==> src/core/translator_pkg.sv <==
// constants and types shared by the step and direction translator
package translator_pkg;

  localparam int unsigned        INDEX_W      = 6;
  localparam int unsigned        DAC_W        = 6;
  localparam logic [5:0]         INDEX_RESET  = 6'h00;
  localparam logic [1:0]         RES_REG_RST  = 2'h0;
  // phase b full scale magnitude at index zero, sign bit separate
  localparam logic [5:0]         FULL_SCALE   = 6'h3f;
  // full step positions sit at eight plus a multiple of sixteen
  localparam logic [5:0]         FULL_OFFSET  = 6'h08;

  typedef enum logic [1:0] {
    RES_FULL,
    RES_HALF,
    RES_QUARTER,
    RES_SIXTEENTH
  } resolution_t;

endpackage : translator_pkg

==> src/core/step_dir_microstep_translator.sv <==
// step and direction translator driving two phase current table entries
`timescale 1ns/10ps
`default_nettype none
module step_dir_microstep_translator #(
  parameter int unsigned INDEX_W = translator_pkg::INDEX_W
) (
  // clock and reset
  input  wire logic                  clk,
  input  wire logic                  reset,
  // motion pins from the controller
  input  wire logic                  step_in,
  input  wire logic                  direction_in,
  input  wire logic                  resolution_select_low,
  input  wire logic                  resolution_select_high,
  // configuration bits held by the serial side
  input  wire logic                  res_reg_wr,
  input  wire logic [1:0]            res_reg_wdata,
  // serial step change, two's complement
  input  wire logic                  serial_step_valid,
  input  wire logic [5:0]            serial_step_change,
  // translator state
  output logic [5:0]                 step_angle_q,
  output logic [1:0]                 resolution_q,
  // phase current dac codes: sign bit and magnitude
  output logic                       phase_a_neg_q,
  output logic [5:0]                 phase_a_mag_q,
  output logic                       phase_b_neg_q,
  output logic [5:0]                 phase_b_mag_q
);

  // elaboration guards: the wrap arithmetic and the table assume six bits
  if (INDEX_W != 6) begin : g_index_w_check
    $error("translator serves a 64 entry cycle only");
  end
  if (translator_pkg::DAC_W != 6) begin : g_dac_w_check
    $error("phase table holds six bit magnitudes only");
  end

  // timing, counted in rising edges from the first one that samples step high:
  //   that edge loads the first synchroniser stage,
  //   the next one loads the second stage and raises the edge pulse,
  //   the one after that loads the new index,
  //   and one edge later the phase codes follow it.
  // a controller therefore sees the move three edges after its rise and the
  // currents four edges after; the detector needs the level low for at least
  // one sample between rises, or two steps merge into one.
  // selects and direction feed the move decode at the detecting cycle, so
  // they must settle a few cycles before the rise that they qualify.
  // a serial change is a one cycle add and needs no synchroniser.

  // synchroniser stages; the first stage is read only by the second
  logic                        step_s1_q;
  logic                        step_s2_q;
  logic                        step_s3_q;
  logic                        dir_s1_q;
  logic                        dir_s2_q;
  // select register and the resolution the next edge will use
  logic [1:0]                  res_reg_q;
  logic [1:0]                  res_eff;
  translator_pkg::resolution_t res_mode;
  // edge and direction as seen by the move decode
  logic                        step_rise;
  logic                        forward;
  // grid arithmetic for the next step position
  logic [5:0]                  grid;
  logic [5:0]                  base;
  logic [5:0]                  down;
  logic [5:0]                  snapped;
  logic [5:0]                  next_index;
  // target of a serial move
  logic [5:0]                  serial_index;
  // phase lookup; lane 0 carries phase a, lane 1 phase b
  logic [4:0]                  offset_sin;
  logic [4:0]                  offset_cos;
  logic [5:0]                  lane_mag_d [2];
  logic                        lane_neg_d [2];

  // default quarter sine magnitudes for offsets 0..16; sixteen is full scale
  // codes above sixteen never occur; the default supplies sixteen and keeps the case complete
  function automatic logic [5:0] sine_mag(input logic [4:0] k);
    logic [5:0] m;
    m = 6'h00;
    unique case (k)
      5'd0:  m = 6'h00;
      5'd1:  m = 6'h06;
      5'd2:  m = 6'h0c;
      5'd3:  m = 6'h12;
      5'd4:  m = 6'h18;
      5'd5:  m = 6'h1d;
      5'd6:  m = 6'h23;
      5'd7:  m = 6'h27;
      5'd8:  m = 6'h2c;
      5'd9:  m = 6'h30;
      5'd10: m = 6'h34;
      5'd11: m = 6'h37;
      5'd12: m = 6'h3b;
      5'd13: m = 6'h3c;
      5'd14: m = 6'h3e;
      5'd15: m = 6'h3f;
      default: m = translator_pkg::FULL_SCALE;
    endcase
    return m;
  endfunction : sine_mag

  // step chain; reset low matches the idle pin, so no false edge follows
  // reset, and the third stage only serves the edge detector
  always_ff @(posedge clk or posedge reset) begin
    if (reset) begin
      step_s1_q <= 1'b0;
      step_s2_q <= 1'b0;
      step_s3_q <= 1'b0;
    end else begin
      step_s1_q <= step_in;
      step_s2_q <= step_s1_q;
      step_s3_q <= step_s2_q;
    end
  end

  // direction chain, as deep as the step chain up to its second stage, so
  // the level that rode along with the step is the one that gets used
  always_ff @(posedge clk or posedge reset) begin
    if (reset) begin
      dir_s1_q <= 1'b0;
      dir_s2_q <= 1'b0;
    end else begin
      dir_s1_q <= direction_in;
      dir_s2_q <= dir_s1_q;
    end
  end

  // one cycle pulse per rise of the synchronised step level; a held high
  // level never repeats the move
  assign step_rise = step_s2_q & ~step_s3_q;
  assign forward   = dir_s2_q;

  // configuration select bits; cleared at reset so the pins rule alone
  // until the serial side writes them
  always_ff @(posedge clk or posedge reset) begin
    if (reset) begin
      res_reg_q <= translator_pkg::RES_REG_RST;
    end else if (res_reg_wr) begin
      res_reg_q <= res_reg_wdata;
    end
  end

  // pins are used live; only the step edge commits the choice, so a change
  // between edges takes effect from the next edge onward
  assign res_eff  = {resolution_select_high | res_reg_q[1],
                     resolution_select_low  | res_reg_q[0]};
  assign res_mode = translator_pkg::resolution_t'(res_eff);

  // grid pitch per resolution; a pitch of one is plain sixteenth stepping
  // and falls out of the same rounding as the coarser modes
  always_comb begin
    grid = 6'h01;
    unique case (res_mode)
      translator_pkg::RES_SIXTEENTH: begin
        grid = 6'h01;
      end
      translator_pkg::RES_QUARTER: begin
        grid = 6'h04;
      end
      translator_pkg::RES_HALF: begin
        grid = 6'h08;
      end
      translator_pkg::RES_FULL: begin
        grid = 6'h10;
      end
    endcase
  end

  // the full step grid sits eight above each multiple of sixteen; shift it onto
  // multiples of sixteen so one rounding rule serves every resolution
  always_comb begin
    if (res_mode == translator_pkg::RES_FULL) begin
      base = step_angle_q - translator_pkg::FULL_OFFSET;
    end else begin
      base = step_angle_q;
    end
  end

  // round down to the grid; the pitch is a power of two, so a mask suffices
  // and no divider is needed
  assign down = base & ~(grid - 6'h01);

  // forward always lands on the next grid point above; reverse from off the
  // grid stops at the point just below, from on the grid moves one pitch.
  // six bit arithmetic gives the wrap past either end for free
  always_comb begin
    if (forward) begin
      snapped = down + grid;
    end else if (down != base) begin
      snapped = down;
    end else begin
      snapped = down - grid;
    end
  end

  // move the full step grid back onto the diagonals, both phases driven
  always_comb begin
    if (res_mode == translator_pkg::RES_FULL) begin
      next_index = snapped + translator_pkg::FULL_OFFSET;
    end else begin
      next_index = snapped;
    end
  end

  // serial moves add the two's complement change and ignore the selection;
  // the host picks the size, so any index is reachable this way
  assign serial_index = step_angle_q + serial_step_change;

  // index update; a serial change arriving with a step edge is dropped, the
  // step wins since it comes from a pin that cannot be asked to repeat itself
  always_ff @(posedge clk or posedge reset) begin
    if (reset) begin
      step_angle_q <= translator_pkg::INDEX_RESET;
    end else if (step_rise) begin
      step_angle_q <= next_index;
    end else if (serial_step_valid) begin
      step_angle_q <= serial_index;
    end
  end

  // effective resolution, registered so the controller can observe it; it
  // lags the pins by one cycle
  always_ff @(posedge clk or posedge reset) begin
    if (reset) begin
      resolution_q <= translator_pkg::RES_REG_RST;
    end else begin
      resolution_q <= res_eff;
    end
  end

  // offsets into the quarter sine: low four bits for the sine lane, the
  // remainder to sixteen for the cosine lane
  assign offset_sin = {1'b0, step_angle_q[3:0]};
  assign offset_cos = 5'd16 - offset_sin;

  // quadrant from the top two bits; phase b leads phase a by ninety degrees,
  // so index zero gives b full positive and a zero. a zero magnitude is
  // never marked negative, which keeps the dac sign quiet at the crossings
  always_comb begin
    lane_mag_d[0] = 6'h00;
    lane_mag_d[1] = 6'h00;
    lane_neg_d[0] = 1'b0;
    lane_neg_d[1] = 1'b0;
    unique case (step_angle_q[5:4])
      2'd0: begin
        lane_mag_d[0] = sine_mag(offset_sin);
        lane_mag_d[1] = sine_mag(offset_cos);
        lane_neg_d[0] = 1'b0;
        lane_neg_d[1] = 1'b0;
      end
      2'd1: begin
        lane_mag_d[0] = sine_mag(offset_cos);
        lane_mag_d[1] = sine_mag(offset_sin);
        lane_neg_d[0] = 1'b0;
        lane_neg_d[1] = offset_sin != 5'd0;
      end
      2'd2: begin
        lane_mag_d[0] = sine_mag(offset_sin);
        lane_mag_d[1] = sine_mag(offset_cos);
        lane_neg_d[0] = offset_sin != 5'd0;
        lane_neg_d[1] = 1'b1;
      end
      2'd3: begin
        lane_mag_d[0] = sine_mag(offset_cos);
        lane_mag_d[1] = sine_mag(offset_sin);
        lane_neg_d[0] = 1'b1;
        lane_neg_d[1] = 1'b0;
      end
    endcase
  end

  // phase a dac code, registered so the outputs come straight from flops;
  // one cycle behind the index
  always_ff @(posedge clk or posedge reset) begin
    if (reset) begin
      phase_a_neg_q <= 1'b0;
      phase_a_mag_q <= 6'h00;
    end else begin
      phase_a_neg_q <= lane_neg_d[0];
      phase_a_mag_q <= lane_mag_d[0];
    end
  end

  // phase b dac code; full positive out of reset to match index zero
  // before the first lookup has run
  always_ff @(posedge clk or posedge reset) begin
    if (reset) begin
      phase_b_neg_q <= 1'b0;
      phase_b_mag_q <= translator_pkg::FULL_SCALE;
    end else begin
      phase_b_neg_q <= lane_neg_d[1];
      phase_b_mag_q <= lane_mag_d[1];
    end
  end

endmodule : step_dir_microstep_translator
`default_nettype wire

==> config.mk <==
export PLATFORM = sky130hd
export DESIGN_NAME = step_dir_microstep_translator
export DESIGN_NICKNAME = d
export VERILOG_FILES = /design/src/core/translator_pkg.sv /design/src/core/step_dir_microstep_translator.sv
export SDC_FILE = /design/constraint.sdc
export NUM_CORES = 1
export LEC_CHECK = 0
export ABC_AREA = 1
export BUFFER_PORTS_ARGS = -buffer_cell sky130_fd_sc_hd__buf_2
export CAP_MARGIN = 20
export CORE_MARGIN = 2
export CORE_UTILIZATION = 55
export DETAILED_ROUTE_END_ITERATION = 7
export GPL_ROUTABILITY_DRIVEN = 1
export PLACE_DENSITY = 0.78
export SYNTH_ARGS = -nofsm -noshare
export SYNTH_HDL_FRONTEND = slang
export SYNTH_SLANG_ARGS = --single-unit
==> constraint.sdc <==
create_clock -name clk -period 4.6 [get_ports clk]
set_input_delay 0.23 -clock clk [delete_from_list [all_inputs] [get_ports clk]]
set_output_delay 0.23 -clock clk [all_outputs]
set_load 0.02 [all_outputs]
Word-level counts from Yosys, hierarchy flattened
Memories as Yosys holds them, arrays and structs flattened.
Cells that the tools add are included.
- equality and inequality tests: 7
- reductions and logical operators: 4
- mux-type cells: 13
- add/sub/neg operators: 7
- bitwise logic cells: 6
- operator list (operator ; count):
    $mux W6 ; 10
    $pmux W12 S4 ; 1
    $pmux W6 S4 ; 1
    $add A6 B6 Y6 ; 2
    $eq A2 B2 Y1 const B ; 4
    $pmux W2 S4 ; 1
    $add A6 B4 Y6 const B ; 1
    $and A6 B6 Y6 ; 1
    $ne A6 B6 Y1 ; 1
    $not A6 Y6 ; 1
    $sub A6 B1 Y6 const B ; 1
    $sub A6 B4 Y6 const B ; 1
    $sub A6 B6 Y6 ; 1
    $reduce_bool A5 Y1 ; 1
    $sub A5 B4 Y5 const A ; 1
    $eq A2 B1 Y1 const B ; 2
    $logic_not A2 Y1 ; 2
    $or A1 B1 Y1 ; 2
    $reduce_bool A2 Y1 ; 1
    $and A1 B1 Y1 ; 1
    $not A1 Y1 ; 1
- bits in read-only memories: 768
- word-level logic and storage cells: 57
- memories: 8
- register bits after elaboration: 29
- input port bits: 16
- output and inout port bits: 22
- memory list (memory ; words ; width ; read ports ; clocked after Yosys merged registers in ; write ports ; RTL line ; text):
    (name not given) ; 16 ; 6 ; 1 ; 0 ; 0 ; step_dir_microstep_translator.sv:83 ; unique case (k)
    (name not given) ; 16 ; 6 ; 1 ; 0 ; 0 ; step_dir_microstep_translator.sv:83 ;
    (name not given) ; 16 ; 6 ; 1 ; 0 ; 0 ; step_dir_microstep_translator.sv:83 ;
    (name not given) ; 16 ; 6 ; 1 ; 0 ; 0 ; step_dir_microstep_translator.sv:83 ;
    (name not given) ; 16 ; 6 ; 1 ; 0 ; 0 ; step_dir_microstep_translator.sv:83 ;
    (name not given) ; 16 ; 6 ; 1 ; 0 ; 0 ; step_dir_microstep_translator.sv:83 ;
    +2 memories ; n/a ; n/a ; n/a ; n/a ; n/a ; n/a ;

Depth between registers and ports, before layout
Gate-level depths: netlist (run 1).
- depth in word-level cells: 12
- depth in mapped cells: 22
- gate-level depth less buffers: 22

Worst setup path before layout (run 1)
No wires, ideal clock.
- kind: flip-flop to flip-flop
- from: register step_angle_q[1]
- to: register step_angle_q[5]
- clock period less this slack: 2616 ps
- data required time: 4523 ps
- library setup time: 77 ps
- arrival: 2538 ps
- stages on the path, launching flop included: 21
- path buffers: 0
- setup slack: 1984 ps
- path through: dfrtp_1 > inv_1 > nor2_1 > inv_1 > ha_1 > inv_1 > nand2_1 > a21oi_1 > nor2_1 > nand2_1 > nand3_1 > nand2_1 > nand2_1 > ha_1 > xor2_1 > nand2_1 > xor2_1 > inv_1 > nand2_1 > nand3_1 > a21oi_1
- cells in the longest elaborated chain, start to end: 9
- elaborated cells on any way between the ends: 13
- those cells by class: add/sub: 5; eq/ne: 1; mux: 6; bitwise: 1
- ends and longest elaborated chain (what ; RTL line ; text):
    from (decl) ; step_dir_microstep_translator.sv:22 ; output logic [5:0] step_angle_q,
    from (signal assigned) ; step_dir_microstep_translator.sv:216 ; step_angle_q <= translator_pkg::INDEX_RESET;
    from (signal assigned) ; step_dir_microstep_translator.sv:218 ; step_angle_q <= next_index;
    from (signal assigned) ; step_dir_microstep_translator.sv:220 ; step_angle_q <= serial_index;
    $sub A6 B4 Y6 ; step_dir_microstep_translator.sv:176 ; base = step_angle_q - translator_pkg::FULL_OFFSET;
    $mux W6 ; step_dir_microstep_translator.sv:175 ; if (res_mode == translator_pkg::RES_FULL) begin
    $and A6 B6 Y6 ; step_dir_microstep_translator.sv:184 ; assign down = base & ~(grid - 6'h01);
    $sub A6 B6 Y6 or $ne A6 B6 Y1 (tied branches) ; step_dir_microstep_translator.sv:195, step_dir_microstep_translator.sv:192 ;
    $mux W6 ; step_dir_microstep_translator.sv:192 ; end else if (down != base) begin
    $mux W6 ; step_dir_microstep_translator.sv:190 ; if (forward) begin
    $add A6 B4 Y6 ; step_dir_microstep_translator.sv:202 ; next_index = snapped + translator_pkg::FULL_OFFSET;
    $mux W6 ; step_dir_microstep_translator.sv:201 ; if (res_mode == translator_pkg::RES_FULL) begin
    $mux W6 (*) ; step_dir_microstep_translator.sv:217 ; end else if (step_rise) begin
Mark *: on every way between the ends. The rest lies on a longest branch, timed or not. The select of a mux whose other input is x is not followed.
A chain may end at the register's enable or synchronous reset.

Worst setup path after layout (run 1)
Same ends and word-level chain as after synthesis.

==> results of run 1 <==
-- registers in the layout, summed over array words and instances (netlist names) --
signal and count:
dir_s2_q 1, phase_a_neg_q 1, resolution_q 2, step_angle_q 6, dir_s1_q 1, phase_a_mag_q 6, res_reg_q 2, step_s1_q 1
phase_b_mag_q 6, step_s3_q 1, step_s2_q 1, phase_b_neg_q 1
-- stage by stage --
stage,worst slack [ns],cells
2_1_floorplan,1.98,302
3_3_place_gp,1.75,383
3_5_place_dp,1.74,383
4_1_cts,1.72,390
5_1_grt,1.44,392
6_report,1.76,392
-- final cells by class --
class	instances	area, um2
inverters	47	184
fillers	356	1380
repair buffers	39	223
clock buffers	7	86.3
flip-flops and latches	29	733
multi-input cells	220	1300
well taps	50	62.6
-- cell usage in the layout, fill, tap and decap left out, types with 4 or more instances in the layout --
| master | n |
|---|---|
| nand2_1 | 63 |
| inv_1 | 40 |
| buf_2 | 37 |
| o21ai_0 | 35 |
| ha_1 | 24 |
| dfrtp_1 | 23 |
| nor2_1 | 20 |
| a21oi_1 | 19 |
| nand3_1 | 18 |
| nand2_2 | 6 |
| clkbuf_8 | 6 |
| dfstp_2 | 6 |
| xor2_1 | 5 |
| inv_2 | 4 |
-- cell families (layout without fill, tap and decap cells) --
kind of cell	Yosys count	count (layout)
xor gates and xnor gates	7	7
buffers and inverters	53	93
AOI/OAI and AO/OA	66	66
and+or+nand+nor	122	122
adders and majority gates	25	25
DFF	29	29
-- layer usage --
layer | track usage, % | wire, um
met5 | 0 | 0
met4 | 9.00 | 65
met3 | 2.96 | 238
met2 | 41.2 | 2470
met1 | 30.0 | 2180
-- where the power goes --
group	switching (uW)	internal, uW
clock network	91.1	118
registers	89.6	366
logic	652	352
total	832	836
-- worst reg2reg max path, stage by stage (launching register included) --
cell	delay, ns
dfrtp_1	0.53
inv_1	0.24
nor2_1	0.22
inv_1	0.06
ha_1	0.22
inv_1	0.06
nand2_1	0.05
a21oi_1	0.18
nor2_1	0.06
nand2_1	0.05
nand3_1	0.07
nand2_1	0.08
nand2_1	0.05
ha_1	0.20
xor2_1	0.14
nand2_1	0.07
xor2_1	0.18
inv_1	0.05
nand2_1	0.06
nand3_1	0.06
a21oi_1	0.14
-- final timing paths --
path	from	endpoint	slack, ns
max	step_angle_q[1]$_DFFE_PP0P_	step_angle_q[5]$_DFFE_PP0P_	1.76
min	step_in	step_s1_q$_DFF_PP0_	0.05
max reg2reg	step_angle_q[1]$_DFFE_PP0P_	step_angle_q[5]$_DFFE_PP0P_	1.76
min reg2reg	dir_s1_q$_DFF_PP0_	dir_s2_q$_DFF_PP0_	0.35
max in group asynchronous	reset	phase_b_mag_q[3]$_DFF_PP1_	3.62
min in group asynchronous	reset	resolution_q[1]$_DFF_PP0_	0.47
-- repair_timing --
action | in CTS | in global routing
hold endpoints to repair | 0 | 7
resized for setup | 0 | 0
hold buffers | 0 | 1
endpoints found under the setup margin | 0 | 0
==> summary.md, run 1 <==
| Metric | Value |
|---|---|
| Area of placed instances | between 2000 and 2500 um2 |
| Core footprint | approximately 4000 um2 |
| TritonCTS Buffers | 5 |
| Post-Synth Adder-Cell Area | between 10 and 15% |
| Period utilization | about three fifths |
| Die Ht | about 68 um |
| Number of cells on the critical path | 20 |
| Buffers added on ports | 37 |
| CP endpoint kind | register |
| Clock Latency Late Sink | 0.28 ns |
| Post-synth top area cell | dfrtp_1 |
| DRC viols | 0 |
| All-layer global routing usage | about a quarter |
| Status | finished clean |
| Mux cell area share after synthesis | 0% |
| Simple-gate area share of the yosys netlist | about a quarter |
| Clock Sinks | 29 |
| Final wirelength | 4950 um |
| Setup_tns | 0 ns |
| Max-slew violations | 0 |
| Fin nets | between 300 and 400 |
| Buf/Inv on CP | 4 |
| Vias per std cell | approximately 5.2 |
| Required @ worst endpoint | 4.81 ns |
| Post-DRT Antenna Nets | 0 |
| Final setup vio count | 0 |
| CTS H-Tree Depth | 2 |
| Critical Path Max Stage Delay | ~0.53 ns |
| FF-to-FF path depth | 20 |
| Synth Cell Area | about 2200 um2 |
| Pin count of the biggest net entering global routing | 30 |
| Crit path DAT | 3.05 ns |
| Top achievable clock speed | 351 MHz |
| Critical path class | register to register |
| Overflow after GRT | 0 |
| Ys flop type | dfrtp_1 |
| Largest family of logic cells by synthesized area | simple AND/OR/NAND/NOR gates |
| Cell with the most instances after synthesis | nand2_1 |
| Max FO, Critical Path | 9 |
| Power per cell area | ~640 nW/um2 |
| Cell area after layout | between 2000 and 3000 um2 |
| Clk root buf | clkbuf_8 |
| Distinct cells, synth | 36 |
| Post CTS Setup Buffer Count | 0 |
| Crit path max-delay family | simple AND/OR/NAND/NOR gates |
| Area grow syn2layout | 15.5% |
| Chip Width | just under 70 um |
| Effective utilization at floorplan | 56.5% |
| Hold Path Class | input pin to register |
| Asr flop ratio synth | 100% |
| Share of Yosys cell area claimed by the top area cell type | about a quarter |
| Hold path depth | 1 |
| Yosys warnings | 0 |
| Most frequent CP cell | nand2_1 |
| Synth Area in Compound Gates | around 16% |
| Worst slew pin tran | between 0.5 and 0.6 ns |
| Area contributors post-synth | dfrtp_1 26%, ha_1 13%, nand2_1 11% |
| Final hold slack | about 0.051 ns |
| Fin Clk Skew | between 0.003 and 0.004 ns |
| Crit path cell chain | inv_1 -> nor2_1 -> inv_1 -> ha_1 -> inv_1 -> nand2_1 -> a21oi_1 -> nor2_1 -> nand2_1 -> nand3_1 -> nand2_1 -> nand2_1 -> ha_1 -> xor2_1 -> nand2_1 -> xor2_1 -> inv_1 -> nand2_1 -> nand3_1 -> a21oi_1 |
| Routed via count | between 2000 and 2500 |
| Clock-pin slew on the worst setup and hold paths | roughly 0.060 ns |
| Ports | 38 |
| Syn Nets | ~340 |
| CP max stage cell | dfrtp_1 |
| Crit path launch type | register |
| CTS tree | yes |
| Post-DP HPWL | approximately 3800 um |
| Max VDD drop | between 0.2 and 0.25 mV |
| Number of global-route vias before repair | around 1900 |
| Synth Instances | around 300 |
| Relative slew slack | between 60% and 70% |
| Post-Syn Area per Cell | around 7.4 um2 |
| LEAKAGE | about 0.0014 uW |
| Share of cells above drive strength 1 | 21.9% |
| Die area | between 4000 and 5000 um2 |
| Initial antenna violation count | 0 |
| Final Wtd Congestion | 0.935 |
| Synth Area in XOR/XNOR | 2.73% |
| Post-Route Utilization | 65.2% |
| First-pass GRT wire length | just over 8000 um |
| Post-synth EDFFs | 0 |
| Ant. Diodes | 0 |
| Final Hold Viols | 0 |
| DRT Pass-1 Iters | 4 |
| Routed WL per cell | about 13 um |
| 1st-iter DRT viols | 147 |
| Row count | 23 |
| Final worst path period need | around 2.8 ns |
| Unrepaired setup endpoints after global routing | no |
| Post-synthesis sequential area ratio | roughly 33% |
| CTS max path bufs | 2 |
| Maxcap violations | 0 |
| Yosys reg bits | 29 |
| Tot Pwr | 1670 uW |
| Commonest cells post-synth | 63 x nand2_1, 40 x inv_1, 35 x o21ai_0, 24 x ha_1, 23 x dfrtp_1 |
No activity file was read; power rests on OpenSTA's default activity.
==> run 2: changes to the inputs <==
--- a/config.mk
+++ b/config.mk
@@ -9,10 +9,10 @@
 export BUFFER_PORTS_ARGS = -buffer_cell sky130_fd_sc_hd__buf_2
 export CAP_MARGIN = 20
 export CORE_MARGIN = 2
-export CORE_UTILIZATION = 55
+export CORE_UTILIZATION = 51
 export DETAILED_ROUTE_END_ITERATION = 7
 export GPL_ROUTABILITY_DRIVEN = 1
-export PLACE_DENSITY = 0.78
+export PLACE_DENSITY = 0.76
 export SYNTH_ARGS = -nofsm -noshare
 export SYNTH_HDL_FRONTEND = slang
 export SYNTH_SLANG_ARGS = --single-unit
==> constraint.sdc (replaced) <==
create_clock -name clk -period 2.6 [get_ports clk]
set_input_delay 0.13 -clock clk [delete_from_list [all_inputs] [get_ports clk]]
set_output_delay 0.13 -clock clk [all_outputs]
set_load 0.02 [all_outputs]
==> summary.md, run 2 (synthesis results as in run 1) <==
| Metric | Value |
|---|---|
| R2R Setup Slk | 0.05 ns (-1.70 ns) |
| Commonest non-fill, non-tap cell in the layout | nand2_1 |
| Biggest regs | phase_a_mag_q: 6 flops, phase_b_mag_q: 6 flops, step_angle_q: 6 flops |
| Top achievable clock speed | 393 MHz (+12%) |
| Clock Power Share | 11.1% (-1.5 points) |
| Die Ht | 70.3 um (+3.6%) |
| Hold Startpoint | res_reg_wdata[1] |
| Most frequent cells in the layout | 59 x nand2_1, 38 x inv_1, 37 x buf_2 |
| Fin nets | 403 (+5.2%) |
| Max FO, Critical Path | 3 (-6) |
| Vias per std cell | 5.27 (+1.4%) |
| Endpoint, Worst Hold | res_reg_q[1]$_DFFE_PP0P_ |
| Worst slew pin tran | 0.615 ns (+0.0844 ns) |
| Filler cells | 377 (+5.9%) |
| Chip Width | 70.3 um (+3.6%) |
| Routed WL per cell | 12.9 um (+1.8%) |
| Crit path cell chain | buf_6 -> nor2_4 -> buf_4 -> buf_4 -> buf_4 -> nor2_1 -> nand3_1 -> nand2_1 -> xor2_1 -> nand2_1 -> and2_1 -> ha_2 -> xor2_1 -> nand2_1 -> xor2_2 -> inv_1 -> nand2_1 -> nand3_1 -> a21oi_1 |
| Maxcap violations | 0 (unchanged) |
| Number of global-route vias before repair | 2206 (+15%) |
| Overflow after GRT | 0 (unchanged) |
| Initial antenna violation count | 0 (unchanged) |
| FF-to-FF path depth | 19 (-5.0%) |
| Cell area after layout | 2830 um2 (+9.3%) |
| Routed via count | 2189 (+7.4%) |
| Max-slew violations | 0 (unchanged) |
| Share of power burned in registers | 22.9% (-4.4 points) |
| Effective utilization at floorplan | 52.2% (-4.2 points) |
| Status | finished clean |
| Clock Latency Late Sink | 0.28 ns (about the same) |
| First-pass GRT wire length | 9240 um (+11%) |
| Crit path DAT | 2.76 ns (-0.29 ns) |
| Area of placed instances | 2570 um2 (+4.4%) |
| Pin count of the biggest net entering global routing | 18 (-40%) |
| CTS H-Tree Depth | 2 (unchanged) |
| R2R Path Start | res_reg_q[1]$_DFFE_PP0P_ |
| Period utilization | 98.0% (+36 points) |
| Final hold slack | 0.0738 ns (+0.0231 ns) |
| Relative slew slack | 59.0% (-5.5 points) |
| Comb pwr share | 65.9% (+5.8 points) |
| Final worst path period need | 2.55 ns (-0.298 ns) |
| Crit path launch type | register |
| Post-DP HPWL | 4050 um (+5.4%) |
| Post-DRT Antenna Nets | 0 (unchanged) |
| Area grow syn2layout | 26.2% |
| Tot Pwr | 3160 uW (+89%) |
| Internal cell power | 1600 uW (+92%) |
| Hold path depth | 3 (+2) |
| DRC viols | 0 (unchanged) |
| Placed instance count | 399 (+4.2%) |
| All-layer global routing usage | 23.3% (-0.38 points) |
| Fin cells | 415 (+5.9%) |
| CP endpoint kind | register |
| CTS tree | yes |
| Final wirelength | 5340 um (+7.8%) |
| Row count | 24 (+4.3%) |
| Critical Path Max Stage Delay | 0.37 ns (-0.16 ns) |
| TritonCTS Buffers | 5 (unchanged) |
| Post-Route Utilization | 65.9% (+0.72 points) |
| Buffers added on ports | 37 (unchanged) |
| Hold Path Class | input pin to register |
| Worst reg2reg endpoint | step_angle_q[5]$_DFFE_PP0P_ |
| DRT Pass-1 Iters | 4 (unchanged) |
| Required @ worst endpoint | 2.81 ns (-2.00 ns) |
| Fin Clk Skew | 0.00662 ns (+0.00275 ns) |
| Final setup vio count | 0 (unchanged) |
| LEAKAGE | 0.00147 uW (+7.3%) |
| CP max stage cell | dfrtp_1 |
| Unrepaired setup endpoints after global routing | yes |
| 1st-iter DRT viols | 125 (-15%) |
| Switching pwr | 1550 uW (+87%) |
| Final Hold Viols | 0 (unchanged) |
| Clock-pin slew on the worst setup and hold paths | 0.06 ns (about the same) |
| Critical path class | register to register |
| Clk root buf | clkbuf_8 |
| Ports | 38 (unchanged) |
| Most frequent CP cell | nand2_1 |
| Ant. Diodes | 0 (unchanged) |
| Clock Sinks | 29 (unchanged) |
| CTS max path bufs | 2 (unchanged) |
| Die area | 4940 um2 (+7.4%) |
| Max VDD drop | 0.375 mV (+68%) |
| Share of cells above drive strength 1 | 30.9% (+8.9 points) |
| Switching part of the total | 49.2% (-0.66 points) |
| Power per cell area | 1120 nW/um2 (+73%) |
| Final Wtd Congestion | 1.00 (+7.2%) |
| Core footprint | 4290 um2 (+8.1%) |
run 2: critical path: cells and delay by family, from the launching register on:
family | cells | cell delay, ns
simple gates | 9 | 0.80
flops | 1 | 0.37
fa+ha+maj | 1 | 0.18
buf+inv | 5 | 0.53
xor+xnor | 3 | 0.43
compound gates | 1 | 0.15
run 2: final cells by class:
type                       instances  area [um2]  share of cell area, %
sequential                        29         734                   26.0
tap                               52        65.1                   2.30
clock inverter                     2        10.0                  0.354
multi-input combinational        220        1400                   49.4
timing repair buffer              59         362                   12.8
clock buffer                       6        72.6                   2.56
inverter                          47         189                   6.68
run 2: worst max path at each step:
| stage | from | cells past startpoint | slack (ns) | endpoint |
|---|---|---|---|---|
| 4_1_cts | res_reg_q[1]$_DFFE_PP0P_ | 21 | 0.009 | step_angle_q[5]$_DFFE_PP0P_ |
| 5_1_grt | res_reg_q[1]$_DFFE_PP0P_ | 21 | -0.18 | step_angle_q[5]$_DFFE_PP0P_ |
| 3_5_place_dp | res_reg_q[1]$_DFFE_PP0P_ | 20 | -0.09 | step_angle_q[5]$_DFFE_PP0P_ |
| 2_1_floorplan | step_angle_q[3]$_DFFE_PP0P_ | 17 | 0.005 | step_angle_q[5]$_DFFE_PP0P_ |
| 3_3_place_gp | res_reg_q[0]$_DFFE_PP0P_ | 20 | 0.05 | step_angle_q[5]$_DFFE_PP0P_ |
| 6_report | res_reg_q[1]$_DFFE_PP0P_ | 19 | 0.05 | step_angle_q[5]$_DFFE_PP0P_ |
run 2: repair_timing:
item / CTS / global route
hold buffers: 3 / 0
gates cloned: 0 / 0
setup buffers: 5 / 0
setup endpoints to repair: 1 / 1
hold endpoints to repair: 14 / 0
pin swaps: 7 / 12
resized for setup: 17 / 9
run 2: power by group through the flow:
stage	clock (uW)	sequential, uW	combinational (uW)
floorplan	0	945	1180
global placement	0	726	1890
detailed placement	0	726	1940
CTS	362	721	2030
global route	378	738	2330
finish	352	723	2080
run 2: per-layer routing:
metal / part of all wire [%] / global-route usage, % / wire (um)
met1: 41 / 24.7 / 2180
met2: 52 / 42.6 / 2800
met3: 4.0 / 4.91 / 215
met4: 2.8 / 12.4 / 147
met5: 0 / 0 / 0
run 2: metrics by stage:
step	TNS (ns)	setup slack (ns)
floorplan	0	0.00453
global placement	0	0.0484
detailed placement	-0.0879	-0.0879
CTS	0	0.00937
global route	-0.184	-0.184
finish	0	0.0527
==> run 3: changes to the inputs <==
--- a/config.mk
+++ b/config.mk
@@ -5,7 +5,6 @@
 export SDC_FILE = /design/constraint.sdc
 export NUM_CORES = 1
 export LEC_CHECK = 0
-export ABC_AREA = 1
 export BUFFER_PORTS_ARGS = -buffer_cell sky130_fd_sc_hd__buf_2
 export CAP_MARGIN = 20
 export CORE_MARGIN = 2
==> summary.md, run 3 <==
| Metric | Value |
|---|---|
| Final hold slack | 0.0682 ns (-0.00555 ns) |
| Unrepaired setup endpoints after global routing | yes |
| Yosys reg bits | 29 (unchanged) |
| R2R Setup Slk | -0.09 ns (-0.14 ns) |
| Cell with the most instances after synthesis | ha_1 |
| Grt peak-use layer | met2 |
| Area grow syn2layout | 31.8% |
| Post-DP HPWL | 4030 um (-0.47%) |
| Area contributors post-synth | dfrtp_1 25%, ha_1 13%, dfstp_2 6.9% |
| CTS tree | yes |
| Post-synthesis sequential area ratio | 32.2% (-0.52 points) |
| Synth Instances | 249 (-18%) |
| Ports | 38 (unchanged) |
| Power per cell area | 1260 nW/um2 (+13%) |
| Fin nets | 365 (-9.4%) |
| Final worst path period need | 2.69 ns (+0.140 ns) |
| M2 GR Usage | 39.3% (-3.3 points) |
| Fin Clk Skew | 0.00987 ns (+0.00325 ns) |
| Core footprint | 4320 um2 (+0.70%) |
| Crit path launch type | register |
| Chip Width | 70.8 um (+0.76%) |
| Final setup vio count | 1 (+1) |
| DRC viols | 0 (unchanged) |
| Tot Pwr | 3800 uW (+20%) |
| Relative slew slack | 51.7% (-7.2 points) |
| Grt met1 use | 28.3% (+3.6 points) |
| Biggest regs | phase_a_mag_q: 6 flops, phase_b_mag_q: 6 flops, step_angle_q: 6 flops |
| Effective utilization at floorplan | 52.7% (+0.48 points) |
| Top achievable clock speed | 372 MHz (-5.2%) |
| Clk root buf | clkbuf_8 |
| Max VDD drop | 0.740 mV (+97%) |
| Syn Nets | 290 (-15%) |
| CP endpoint kind | register |
| Failing checks | negative setup slack |
| Share of cells above drive strength 1 | 37.5% (+6.7 points) |
| Clock Sinks | 29 (unchanged) |
| Distinct cells, synth | 47 (+31%) |
| DRT Pass-1 Iters | 4 (unchanged) |
| Final setup margin | -0.0868 ns (-0.140 ns) |
| Post-synth top area cell | dfrtp_1 |
| Asr flop ratio synth | 100% (unchanged) |
| Yosys warnings | 0 (unchanged) |
| CTS H-Tree Depth | 2 (unchanged) |
| Die Ht | 70.8 um (+0.76%) |
| Clock Latency Late Sink | 0.29 ns (about the same) |
| CTS max path bufs | 2 (unchanged) |
| Required @ worst endpoint | 2.78 ns (-0.03 ns) |
| Routed WL per cell | 14.5 um (+13%) |
| Met3 usage | 5.13% (+0.22 points) |
| Status | finished with violations |
| Final wirelength | 5470 um (+2.5%) |
| Post-synth EDFFs | 0 (unchanged) |
| Final Hold Viols | 0 (unchanged) |
| Clock-pin slew on the worst setup and hold paths | 0.07 ns (about the same) |
| Vias per std cell | 5.54 (+5.0%) |
| Most frequent cells in the layout | 38 x buf_4, 37 x buf_2, 20 x inv_1, 20 x ha_1 |
| All-layer global routing usage | 22.5% (-0.78 points) |
| Overflow after GRT | 0 (unchanged) |
| Routed via count | 2088 (-4.6%) |
| Max-slew violations | 0 (unchanged) |
| Initial antenna violation count | 0 (unchanged) |
| Commonest non-fill, non-tap cell in the layout | buf_4 |
| Row count | 24 (unchanged) |
| Max FO, Critical Path | 5 (+2) |
| Ys flop type | dfrtp_1 |
| Post-DRT Antenna Nets | 0 (unchanged) |
| Worst slew pin tran | 0.719 ns (+0.104 ns) |
| Hold Path Class | input pin to register |
| Post-Syn Area per Cell | 9.15 um2 (+23%) |
| Maxcap violations | 0 (unchanged) |
| Placed instance count | 361 (-9.5%) |
| Number of global-route vias before repair | 1933 (-12%) |
| Share of Yosys cell area claimed by the top area cell type | 25.3% (-0.41 points) |
| First-pass GRT wire length | 8870 um (-4.0%) |
| Period utilization | 103% (+5.4 points) |
| Buffers added on ports | 37 (unchanged) |
| 1st-iter DRT viols | 228 (+82%) |
| Die area | 5020 um2 (+1.5%) |
| Crit path DAT | 2.86 ns (+0.10 ns) |
| Synth Cell Area | 2280 um2 (+1.6%) |
| LEAKAGE | 0.00142 uW (-3.1%) |
| Ant. Diodes | 0 (unchanged) |
| Dpl ws | -0.156 ns (-0.0686 ns) |
| Critical path class | register to register |
| Final Wtd Congestion | 0.968 (-3.5%) |
| Fin cells | 377 (-9.2%) |
| TritonCTS Buffers | 5 (unchanged) |
| Commonest cells post-synth | 24 x ha_1, 23 x dfrtp_1, 20 x a21oi_1, 20 x inv_1, 20 x nand2_1 |
| Pin count of the biggest net entering global routing | 20 (+2) |
==> run 3: cell types whose count changed after synthesis, moves of 7 or more <==
cell | before | now
xnor2_1 | 2 | 11
nand2_1 | 63 | 20
inv_1 | 40 | 20
nand3_1 | 18 | 2
o21ai_0 | 35 | 18
mux2i_1 | 0 | 15
nor3_1 | 1 | 8
==> run 3: worst max-delay path, cell delays in order, from the launching register on <==
cell	delay (ns)
dfrtp_2	0.44
o22ai_1	0.28
buf_4	0.17
nor2_1	0.04
ha_1	0.18
a31oi_1	0.19
o21ai_1	0.11
xor2_1	0.15
mux2i_1	0.20
ha_2	0.22
xnor2_1	0.12
nor2_1	0.07
xnor2_1	0.20
o21ai_2	0.07
xnor2_1	0.13
==> run 3: repair_timing <==
action,CTS,global route
hold endpoints to repair,17,0
hold buffers,3,0
setup endpoints to repair,2,2
cloned,0,0
gates resized for setup,3,15
setup buffers,1,4
pin swaps,1,7
==> run 3: cell families (layout without fill, tap and decap cells) <==
logic type      after synthesis  count (layout)  share of synthesized area [%]
compound gates               69              69                           19.6
xor+xnor                     14              14                           5.71
fa+ha+maj                    25              25                           14.1
buf+inv                      34             110                           5.93
flops                        29              29                           32.2
mux                          20              20                           10.0
simple gates                 58              58                           12.5
==> run 3: layer usage <==
metal  part of all wire [%]  vias to the layer above  wire length (um)
li1                       -                     1025                 -
met1                     43                      995              2370
met2                     50                       58              2760
met3                    4.4                       10               242
met4                    1.9                        0               106
met5                      0                        -                 0
==> run 3: power breakdown <==
group	internal [uW]	switching [uW]
sequential	662	89.5
clock	215	174
combinational	1170	1480
==> run 3: cell type report <==
class                           instances  area [um2]
Clock buffer                            8        90.1
Fill cell                             339        1320
Inverter                               23        86.3
Multi-Input combinational cell        186        1510
Sequential cell                        29         738
Tap cell                               52        65.1
Timing Repair Buffer                   79         512
==> run 3: metrics by stage <==
step	instance area, um2	util [%]	TNS [ns]
floorplan	2300	-	0
detailed placement	2750	63.7	-0.181
finish	3000	69.4	-0.0868
CTS	2890	66.9	-0.171
global route	3000	69.4	-0.464
global placement	2750	63.7	-0.0178
==> run 3: path summary, 6_finish.rpt <==
| check | to | cells past startpoint | start |
|---|---|---|---|
| max in group asynchronous | phase_b_mag_q[1]$_DFF_PP1_ | 4 | reset |
| hold / removal | res_reg_q[1]$_DFFE_PP0P_ | 2 | res_reg_wdata[1] |
| hold reg to reg | step_s2_q$_DFF_PP0_ | 0 | step_s1_q$_DFF_PP0_ |
| setup / recovery | step_angle_q[5]$_DFFE_PP0P_ | 14 | res_reg_q[0]$_DFFE_PP0P_ |
| setup reg to reg | step_angle_q[5]$_DFFE_PP0P_ | 14 | res_reg_q[0]$_DFFE_PP0P_ |
| min in group asynchronous | step_s2_q$_DFF_PP0_ | 3 | reset |
